## config.mk

```make
export PLATFORM = sky130hd
export DESIGN_NAME = gef_top
export DESIGN_NICKNAME = d
export VERILOG_FILES = /design/src/rtl/gef_pkg.sv /design/src/rtl/gef_rise.sv /design/src/rtl/gef_flag_bank.sv /design/src/rtl/gef_top.sv
export SDC_FILE = /design/constraint.sdc
export NUM_CORES = 1
export LEC_CHECK = 0
export ABC_AREA = 0
export BUFFER_PORTS_ARGS = -buffer_cell sky130_fd_sc_hd__clkbuf_2
export CORE_MARGIN = 5
export CORE_UTILIZATION = 50
export CTS_BUF_LIST = sky130_fd_sc_hd__clkbuf_8
export DETAILED_ROUTE_END_ITERATION = 7
export MAX_ROUTING_LAYER = met4
export PLACE_DENSITY = 0.9
export SETUP_SLACK_MARGIN = 0.1
export SYNTH_ARGS = -nofsm -noshare
export SYNTH_HDL_FRONTEND = slang
export SYNTH_SLANG_ARGS = --single-unit
```

## constraint.sdc

```tcl
create_clock -name i_clk -period 3.6 [get_ports i_clk]
set_input_delay 0.54 -clock i_clk [delete_from_list [all_inputs] [get_ports i_clk]]
set_output_delay 0.54 -clock i_clk [all_outputs]
set_load 0.02 [all_outputs]
```

## src/rtl/gef_pkg.sv

```systemverilog
// shared constants and carrier types for the graphics event flag block
package gef_pkg;
    // register byte offsets on the apb bus
    localparam logic [11:0] GEF_OFS_FLAG   = 12'h000;
    localparam logic [11:0] GEF_OFS_MASK   = 12'h004;
    localparam logic [11:0] GEF_OFS_WMARK  = 12'h008;
    localparam logic [11:0] GEF_OFS_STATUS = 12'h00c;
    localparam int          GEF_ADDR_W     = 12;
    localparam int          GEF_DATA_W     = 32;

    // flag bit positions, shared by flag and mask registers
    localparam int GEF_NFLAG        = 8;
    localparam int GEF_BIT_EMPTY    = 0;
    localparam int GEF_BIT_FULL     = 1;
    localparam int GEF_BIT_WMARK    = 2;
    localparam int GEF_BIT_HBLANK   = 3;
    localparam int GEF_BIT_VBLANK   = 4;
    localparam int GEF_BIT_CHAR     = 5;
    localparam int GEF_BIT_RECT     = 6;
    localparam int GEF_BIT_INFLATE  = 7;

    // status register layout: live levels low, queue level from this bit up
    localparam int GEF_STAT_LVL_LSB = 16;

    // reset values
    localparam logic [7:0]  GEF_RST_FLAGS = 8'h00;
    localparam logic [7:0]  GEF_RST_MASK  = 8'h00;
    localparam logic [7:0]  GEF_RST_PREV  = 8'hff;
    localparam logic [31:0] GEF_RST_DATA  = 32'h0000_0000;

    // apb request from the master
    typedef struct packed {
        logic        psel;
        logic        penable;
        logic        pwrite;
        logic [11:0] paddr;
        logic [31:0] pwdata;
    } gef_apb_req_t;

    // apb answer to the master
    typedef struct packed {
        logic [31:0] prdata;
        logic        pready;
        logic        pslverr;
    } gef_apb_rsp_t;

    // event sources, all on the system clock
    typedef struct packed {
        logic inflate_done;
        logic rect_copy_done;
        logic char_render_done;
        logic vert_blank;
        logic horiz_blank;
        logic cmd_queue_full;
        logic cmd_queue_empty;
    } gef_evt_t;
endpackage

```

## src/rtl/gef_rise.sv

```systemverilog
// rising edge finder for a bank of event levels
`timescale 1ns/100ps
module gef_rise #(
    parameter int N = 8
) (
    input  wire logic         i_clk,
    input  wire logic         i_arst_n,
    input  wire logic [N-1:0] i_lvl,
    output logic      [N-1:0] o_rise
);
    typedef struct packed {
        logic [N-1:0] prev;
    } gef_rise_st_t;

    gef_rise_st_t st;
    gef_rise_st_t next_st;

    // remember last level
    always_comb begin
        next_st      = st;
        next_st.prev = i_lvl;
    end

    // preset high so levels already true at reset do not fire
    always_ff @(posedge i_clk or negedge i_arst_n) begin
        if (!i_arst_n) begin
            st.prev <= N'(gef_pkg::GEF_RST_PREV);
        end else begin
            st <= next_st;
        end
    end

    assign o_rise = i_lvl & ~st.prev;
endmodule // gef_rise

```

## src/rtl/gef_flag_bank.sv

```systemverilog
// sticky flag bank: hardware sets, software writes zero to clear
`timescale 1ns/100ps
module gef_flag_bank #(
    parameter int N = 8
) (
    input  wire logic         i_clk,
    input  wire logic         i_arst_n,
    input  wire logic [N-1:0] i_set,
    input  wire logic         i_wr,
    input  wire logic [N-1:0] i_wdata,
    output logic      [N-1:0] o_flags
);
    typedef struct packed {
        logic [N-1:0] flags;
    } gef_bank_st_t;

    gef_bank_st_t st;
    gef_bank_st_t next_st;
    logic [N-1:0] clr;

    // a zero written clears; set is or-ed last so it wins a tie
    always_comb begin
        next_st       = st;
        clr           = i_wr ? ~i_wdata : '0;
        next_st.flags = (st.flags & ~clr) | i_set;
    end

    always_ff @(posedge i_clk or negedge i_arst_n) begin
        if (!i_arst_n) begin
            st.flags <= N'(gef_pkg::GEF_RST_FLAGS);
        end else begin
            st <= next_st;
        end
    end

    assign o_flags = st.flags;
endmodule // gef_flag_bank

```

## src/rtl/gef_top.sv

```systemverilog
// graphics event flags: sticky flags, mask, irq and apb slave
//
// What this block does
// rect copy done sets bit 6, sticky
// char render done sets bit 5, sticky
// inflate flag zero while unit idle/busy
// vertical blanking entry sets bit 4, sticky
// horizontal blanking entry sets bit 3, sticky
// queue level reaching watermark sets bit 2
// queue becoming full sets bit 1, sticky
// queue drained sets bit 0 flag
// inflate unit done sets bit 7, sticky
// bits 14 to 8 read zero
// write zero clears; set beats clear
//
// Added by the designer: register access over APB and the placing of the registers.
`timescale 1ns/100ps
module gef_top #(
    parameter int LVL_W = 8
) (
    input  wire logic                 i_clk,
    input  wire logic                 i_arst_n,
    input  wire gef_pkg::gef_apb_req_t i_apb,
    output gef_pkg::gef_apb_rsp_t     o_apb,
    input  wire gef_pkg::gef_evt_t    i_evt,
    input  wire logic [LVL_W-1:0]     i_cmd_level,
    output logic                      o_irq
);
    localparam int NF = gef_pkg::GEF_NFLAG;

    // whole register state of the top
    typedef struct packed {
        logic [NF-1:0]    mask;
        logic [LVL_W-1:0] wmark;
        logic [31:0]      prdata;
        logic             pready;
        logic             pslverr;
        logic             irq;
    } gef_top_st_t;

    gef_top_st_t   st;
    gef_top_st_t   next_st;

    logic [NF-1:0] cond;
    logic [NF-1:0] rise;
    logic [NF-1:0] flags;
    logic          wm_reached;
    logic          first_acc;
    logic          done_acc;
    logic          flag_wr;

    // word address match, upper address bits must match too
    function automatic logic gef_hit(input logic [11:0] addr,
                                     input logic [11:0] ofs);
        gef_hit = (addr[11:2] == ofs[11:2]);
    endfunction

    // watermark counts as reached at or above the programmed level
    assign wm_reached = (i_cmd_level >= st.wmark);

    // conditions gathered at their flag positions
    always_comb begin
        cond                           = '0;
        cond[gef_pkg::GEF_BIT_EMPTY]   = i_evt.cmd_queue_empty;
        cond[gef_pkg::GEF_BIT_FULL]    = i_evt.cmd_queue_full;
        cond[gef_pkg::GEF_BIT_WMARK]   = wm_reached;
        cond[gef_pkg::GEF_BIT_HBLANK]  = i_evt.horiz_blank;
        cond[gef_pkg::GEF_BIT_VBLANK]  = i_evt.vert_blank;
        cond[gef_pkg::GEF_BIT_CHAR]    = i_evt.char_render_done;
        cond[gef_pkg::GEF_BIT_RECT]    = i_evt.rect_copy_done;
        cond[gef_pkg::GEF_BIT_INFLATE] = i_evt.inflate_done;
    end

    // edges, so a flag cleared during a long blank stays clear
    gef_rise #(
        .N (NF)
    ) u_rise (
        .i_clk    (i_clk),
        .i_arst_n (i_arst_n),
        .i_lvl    (cond),
        .o_rise   (rise)
    );

    // sticky flags; no set while a unit stays idle or busy
    gef_flag_bank #(
        .N (NF)
    ) u_flags (
        .i_clk    (i_clk),
        .i_arst_n (i_arst_n),
        .i_set    (rise),
        .i_wr     (flag_wr),
        .i_wdata  (i_apb.pwdata[NF-1:0]),
        .o_flags  (flags)
    );

    // apb phases: first access edge latches read data, second completes
    assign first_acc = i_apb.psel & i_apb.penable & ~st.pready;
    assign done_acc  = i_apb.psel & i_apb.penable & st.pready;

    // writes land only on the edge where pready is sampled high
    assign flag_wr = done_acc & i_apb.pwrite
                   & gef_hit(i_apb.paddr, gef_pkg::GEF_OFS_FLAG);

    // done pulses are not levels worth showing in status
    function automatic logic [NF-1:0] rise_mask_done();
        rise_mask_done = '0;
        rise_mask_done[gef_pkg::GEF_BIT_CHAR]    = 1'b1;
        rise_mask_done[gef_pkg::GEF_BIT_RECT]    = 1'b1;
        rise_mask_done[gef_pkg::GEF_BIT_INFLATE] = 1'b1;
    endfunction

    // register next state
    always_comb begin
        next_st         = st;
        next_st.pready  = first_acc;
        next_st.pslverr = 1'b0;
        next_st.prdata  = gef_pkg::GEF_RST_DATA;
        if (first_acc) begin
            if (gef_hit(i_apb.paddr, gef_pkg::GEF_OFS_FLAG)) begin
                // upper bits, 14 to 8 among them, read zero
                next_st.prdata = 32'(flags);
            end else if (gef_hit(i_apb.paddr, gef_pkg::GEF_OFS_MASK)) begin
                next_st.prdata = 32'(st.mask);
            end else if (gef_hit(i_apb.paddr, gef_pkg::GEF_OFS_WMARK)) begin
                next_st.prdata = 32'(st.wmark);
            end else if (gef_hit(i_apb.paddr, gef_pkg::GEF_OFS_STATUS)) begin
                // live levels plus queue level, read only
                next_st.prdata = 32'(cond & ~rise_mask_done())
                               | (32'(i_cmd_level) << gef_pkg::GEF_STAT_LVL_LSB);
            end else begin
                next_st.pslverr = 1'b1;                        // unmapped
            end
            if (i_apb.pwrite) begin
                next_st.prdata = gef_pkg::GEF_RST_DATA;
            end
        end
        if (done_acc && i_apb.pwrite) begin
            if (gef_hit(i_apb.paddr, gef_pkg::GEF_OFS_MASK)) begin
                next_st.mask = i_apb.pwdata[NF-1:0];
            end else if (gef_hit(i_apb.paddr, gef_pkg::GEF_OFS_WMARK)) begin
                next_st.wmark = i_apb.pwdata[LVL_W-1:0];
            end
        end
        // level irq, one cycle behind the flag it follows
        next_st.irq = |(flags & st.mask);
    end

    always_ff @(posedge i_clk or negedge i_arst_n) begin
        if (!i_arst_n) begin
            st.mask    <= gef_pkg::GEF_RST_MASK;
            st.wmark   <= '0;
            st.prdata  <= gef_pkg::GEF_RST_DATA;
            st.pready  <= 1'b0;
            st.pslverr <= 1'b0;
            st.irq     <= 1'b0;
        end else begin
            st <= next_st;
        end
    end

    // all outputs straight from flops
    assign o_apb.prdata  = st.prdata;
    assign o_apb.pready  = st.pready;
    assign o_apb.pslverr = st.pslverr;
    assign o_irq         = st.irq;
endmodule // gef_top

```

; ---- Word level (Yosys, flattened, before mapping)
; Cells that the tools add are included.
[word_totals]
in_bits = 64
regBits = 67
elab_cells = 44
[classes]
mux = 12
magnitude_cmp = 1
reduce_logical = 5
n_bitwise = 15
eq_ne = 3
[ops]
columns = operator, count
row1 = two-way mux 24 bit, 4
row2 = two-way mux 32 bit, 2
row3 = bitwise AND 8 bit, 3
row4 = NOT 8 bit, 3
row5 = bitwise OR 5 x 24 -> 24 bit, 1
row6 = "equality test 10 x 2 -> 1 bit, second input constant", 2
row7 = "equality test 10 x 1 -> 1 bit, second input constant", 1
row8 = zero test 10 bit, 1
row9 = >= comparator 8 bit, 1
row10 = two-way mux 8 bit, 1
row11 = bitwise OR 8 bit, 1
row12 = OR reduction 8 bit, 1
row13 = bitwise AND 1 bit, 5
row14 = two-way mux 1 bit, 5
row15 = AND reduction 3 bit, 1
row16 = NOT 1 bit, 2
row17 = AND reduction 2 bit, 1
row18 = logical AND 1 bit, 1

; ---- Logic depth before layout (Yosys ltp)
[depth]
ltp_word = 8
ltp_mapped = 7
ltp_nobuf = 7

; ---- Hierarchy
; From an unflattened synthesis, not the netlist that was laid out.
[hier_totals]
hier_cells = 219
hier_area_um2 = 2575.0
[by_module_without_submodules]
columns = mod, area_per_inst_um2, cells_each, n_inst
row1 = gef_top, 1944.4, 179, 1
row2 = gef_rise, 320.3, 16, 1
row3 = gef_flag_bank, 310.3, 24, 1

; ---- Worst setup path after synthesis
; No wires, ideal clock.
[synth_path]
path_type = input -> register
startpoint = in i_apb[37] (netlist bit)
endpoint = reg st[35] (netlist bit)
t_arrival_ps = 1940
cell_stages = 5
setup_slack_ps = 1533
setup_time_ps = 127
path_cell_list = or4_4 nor3_4 and4_1 buf_4 mux2_1
[synth_between]
elab_chain_len = 3
word_cells_on_any_way = 4
cone_classes = eq/ne: 2 / bitwise: 1 / reduce/logical: 1
[synth_rtl]
columns = item, line_no
row1 = from (decl), gef_top.sv:23  ; input wire gef_pkg::gef_apb_req_t i_apb,
row2 = equality test 10 x 1 -> 1 bit, gef_top.sv:55  ; gef_hit = (addr[11:2] == ofs[11:2]);
row3 = NOT 1 bit (no source line), -
row4 = AND reduction 3 bit (no source line) (*), -
row5 = to (signal assigned), gef_top.sv:157  ; st <= next_st;
row6 = to (decl), gef_top.sv:41  ; gef_top_st_t st;
; Every way passes the cells marked *; elsewhere a longest branch is shown, timed or not.
; A chain may end at the register's enable or synchronous reset.

; ---- Worst setup path after layout
; Ends and elaborated chain as after synthesis.

==> impl_metrics.json <==
{
  "status": "finished, final reports clean",
  "vias_per_cell": 5.11,
  "maxSlewHeadroom_pct": 47.3,
  "synth_cell_types": 37,
  "setup_tns_ps": 0,
  "critPathLaunchType": "input pin",
  "nets": 350,
  "tritoncts": "done",
  "critPathMaxStageDelay_ps": 600,
  "timing.fmax_mhz": 447,
  "timing.final.crit_share_pct": 62.2,
  "synthSimpleGateAreaFrac_pct": 12.6,
  "maxSlewViolCount": 0,
  "leakagePower_nw": 1.41,
  "synth_top_family_by_area": "buffers and inverters",
  "min_period_ps": 2240,
  "clk_latency_ps": 310,
  "clockRootBuffer": "clkbuf_8",
  "clock_sinks": 51,
  "hpwlAfterDp_um": 3920,
  "synth_xor_area_share_pct": 0,
  "io_pins": 99,
  "drt_iter0_drc": 102,
  "fillers": 425,
  "cts_resized": 0,
  "hold_viol_final": 0,
  "netlist_area_um2": 2490,
  "start_util_pct": 52.1,
  "synthMuxAreaShare_pct": 4.92,
  "grt_pass1_vias": 1741,
  "ir_drop_v": 0.000214,
  "numCtsBuffers": 5,
  "fp.dieH_um": 80.6,
  "dr.pass1.iters": 5,
  "timing.rr.start": "st[35]",
  "top_layer_used": "met4",
  "grt.overflow.total": 0,
  "yosys.area_share.adder_pct": 4.02,
  "clock_path_buffers": 2,
  "ff2ff_path_depth": 6,
  "critical_path_class": "input pin to register",
  "antenna_found_initial": 0,
  "drv_cap": 0,
  "end_kind": "register",
  "core_um2": 4790,
  "postCtsSetupBuffers": 0,
  "finalSetupViolCount": 0,
  "synth_edf_count": 0,
  "drc": 0,
  "grt_pass1_wl_um": 8100,
  "rows": 25,
  "worst_pin_slew_ps": 783,
  "synthCells": 239,
  "io_buffers": 56,
  "met3_length_um": 404,
  "drive_above_1_share_pct": 31.9,
  "htreeDepth": 2,
  "min_path_type": "input pin to asynchronous set/reset pin",
  "power_density_nw_per_um2": 393,
  "hold_slack_ps": 275,
  "routed_wirelength_um": 5100,
  "layout_commonest_cell": "clkbuf_2",
  "synthArstFlopShare_pct": 100,
  "finalClockSkew_ps": 5.29,
  "cts.clk_slew.worst_paths_ps": 90,
  "synth_compound_area_share_pct": 12.3,
  "r2r_slack_ps": 1760,
  "cts_hold_buf": 0,
  "gp_congestion": 0.861,
  "cpMaxStageDelayCell": "and4_1",
  "ant_nets": 0,
  "area_delta_synth_final_pct": 10.2,
  "met2_length_um": 2470,
  "final_cell_mix": "56 x clkbuf_2, 43 x dfrtp_1, 25 x o21ai_0, 18 x inv_1, 18 x nor2_1",
  "vias": 1768,
  "ys_seq_area_share_pct": 51.6,
  "arrival_ps": 2440,
  "rsz0062_at_grt": "false",
  "antenna_cells": 0,
  "met1_length_um": 2080,
  "grt_max_degree": 32,
  "required_ps": 3800,
  "synth-seq-cells": 51,
  "grtUsageTotal_pct": 16.8,
  "ys_warn_count": 0,
  "wl_per_cell_um": 14.7,
  "die-area_um2": 6500,
  "path_cells": "clkbuf_2 -> or4_4 -> nor3_4 -> and4_1 -> mux2_1",
  "critPathMaxFanout": 15,
  "syn_area_per_cell_um2": 10.4,
  "ys.flop_type": "dfrtp_1",
  "rr_endpoint": "o_apb[4]",
  "die_w_um": 80.6
}
## final cells by class
type                            count  area, um^2  share of cell area, %
Clock buffer                        6        82.6                   3.01
Clock inverter                      2        35.0                   1.28
Inverter                           18        67.6                   2.46
Multi-Input combinational cell    145         905                   32.9
Sequential cell                    51        1290                   46.8
Tap cell                           67        83.8                   3.05
Timing Repair Buffer               57         288                   10.5
## where the power goes
group	switching, W	internal, W
Combinational	0.0000584	0.0000271
Clock	0.000183	0.000225
Sequential	0.00000358	0.000583
Total	0.000245	0.000835
## metrics by stage
stage	area, um^2	power [W]	cells	setup slack [ps]	util [%]
detailed placement	2630	0.000683	338	1070	55.0
finish	2750	0.00108	346	1360	57.4
global route	2750	0.00113	346	1320	57.4
CTS	2750	0.00109	346	1390	57.4
global placement	2630	0.000680	338	1100	55.0
floorplan	2550	0.000653	254	1530	-
## worst max path at each step
stage,startpoint,slack (ps),depth (start not counted),to
final,i_apb[37],1360,5,st[35]
after global routing,i_apb[37],1320,5,st[35]
after CTS,i_apb[37],1390,5,st[35]
after detailed placement,i_apb[37],1070,5,st[35]
after global placement,i_apb[37],1100,5,st[35]
after floorplan,i_apb[37],1530,5,st[35]
## cell usage after synthesis (5+ instances only)
cell type | number | share of area, %
nand2_1 | 15 | 2.3
dfrtp_1 | 43 | 43
nor2_1 | 18 | 2.7
o21ai_0 | 25 | 5.0
buf_4 | 35 | 11
a21oi_1 | 5 | 1.0
inv_1 | 18 | 2.7
dfstp_2 | 8 | 8.4
mux2_2 | 9 | 4.1
and2_1 | 7 | 1.8
a22oi_1 | 7 | 2.1
ha_1 | 8 | 4.0
## sequential cells by signal, indices dropped and copies added (netlist names)
name,flops
st,16
o_irq,1
o_apb,18
u_rise.st,8
u_flags.o_flags,8
## worst max-delay path, delay by kind of cell
kind          cells  cell delay, ps
buf+inv           1              90
mux               1             370
simple gates      3            1420
## cell families after synthesis
family                   Yosys count
buffers and inverters             58
AND/OR/NAND/NOR                   61
adder cells (fa/ha/maj)            8
other                              1
flip-flops                        51
AO/OA/AOI/OAI                     49
multiplexers                      11
## routing by layer
| layer | global-route usage [%] | vias to the layer above |
|---|---|---|
| met5 | - | - |
| met4 | 8.11 | 0 |
| met3 | 4.48 | 16 |
| met2 | 26.2 | 67 |
| met1 | 20.2 | 839 |
| li1 | - | 846 |
(Power assumes the default switching activity.)
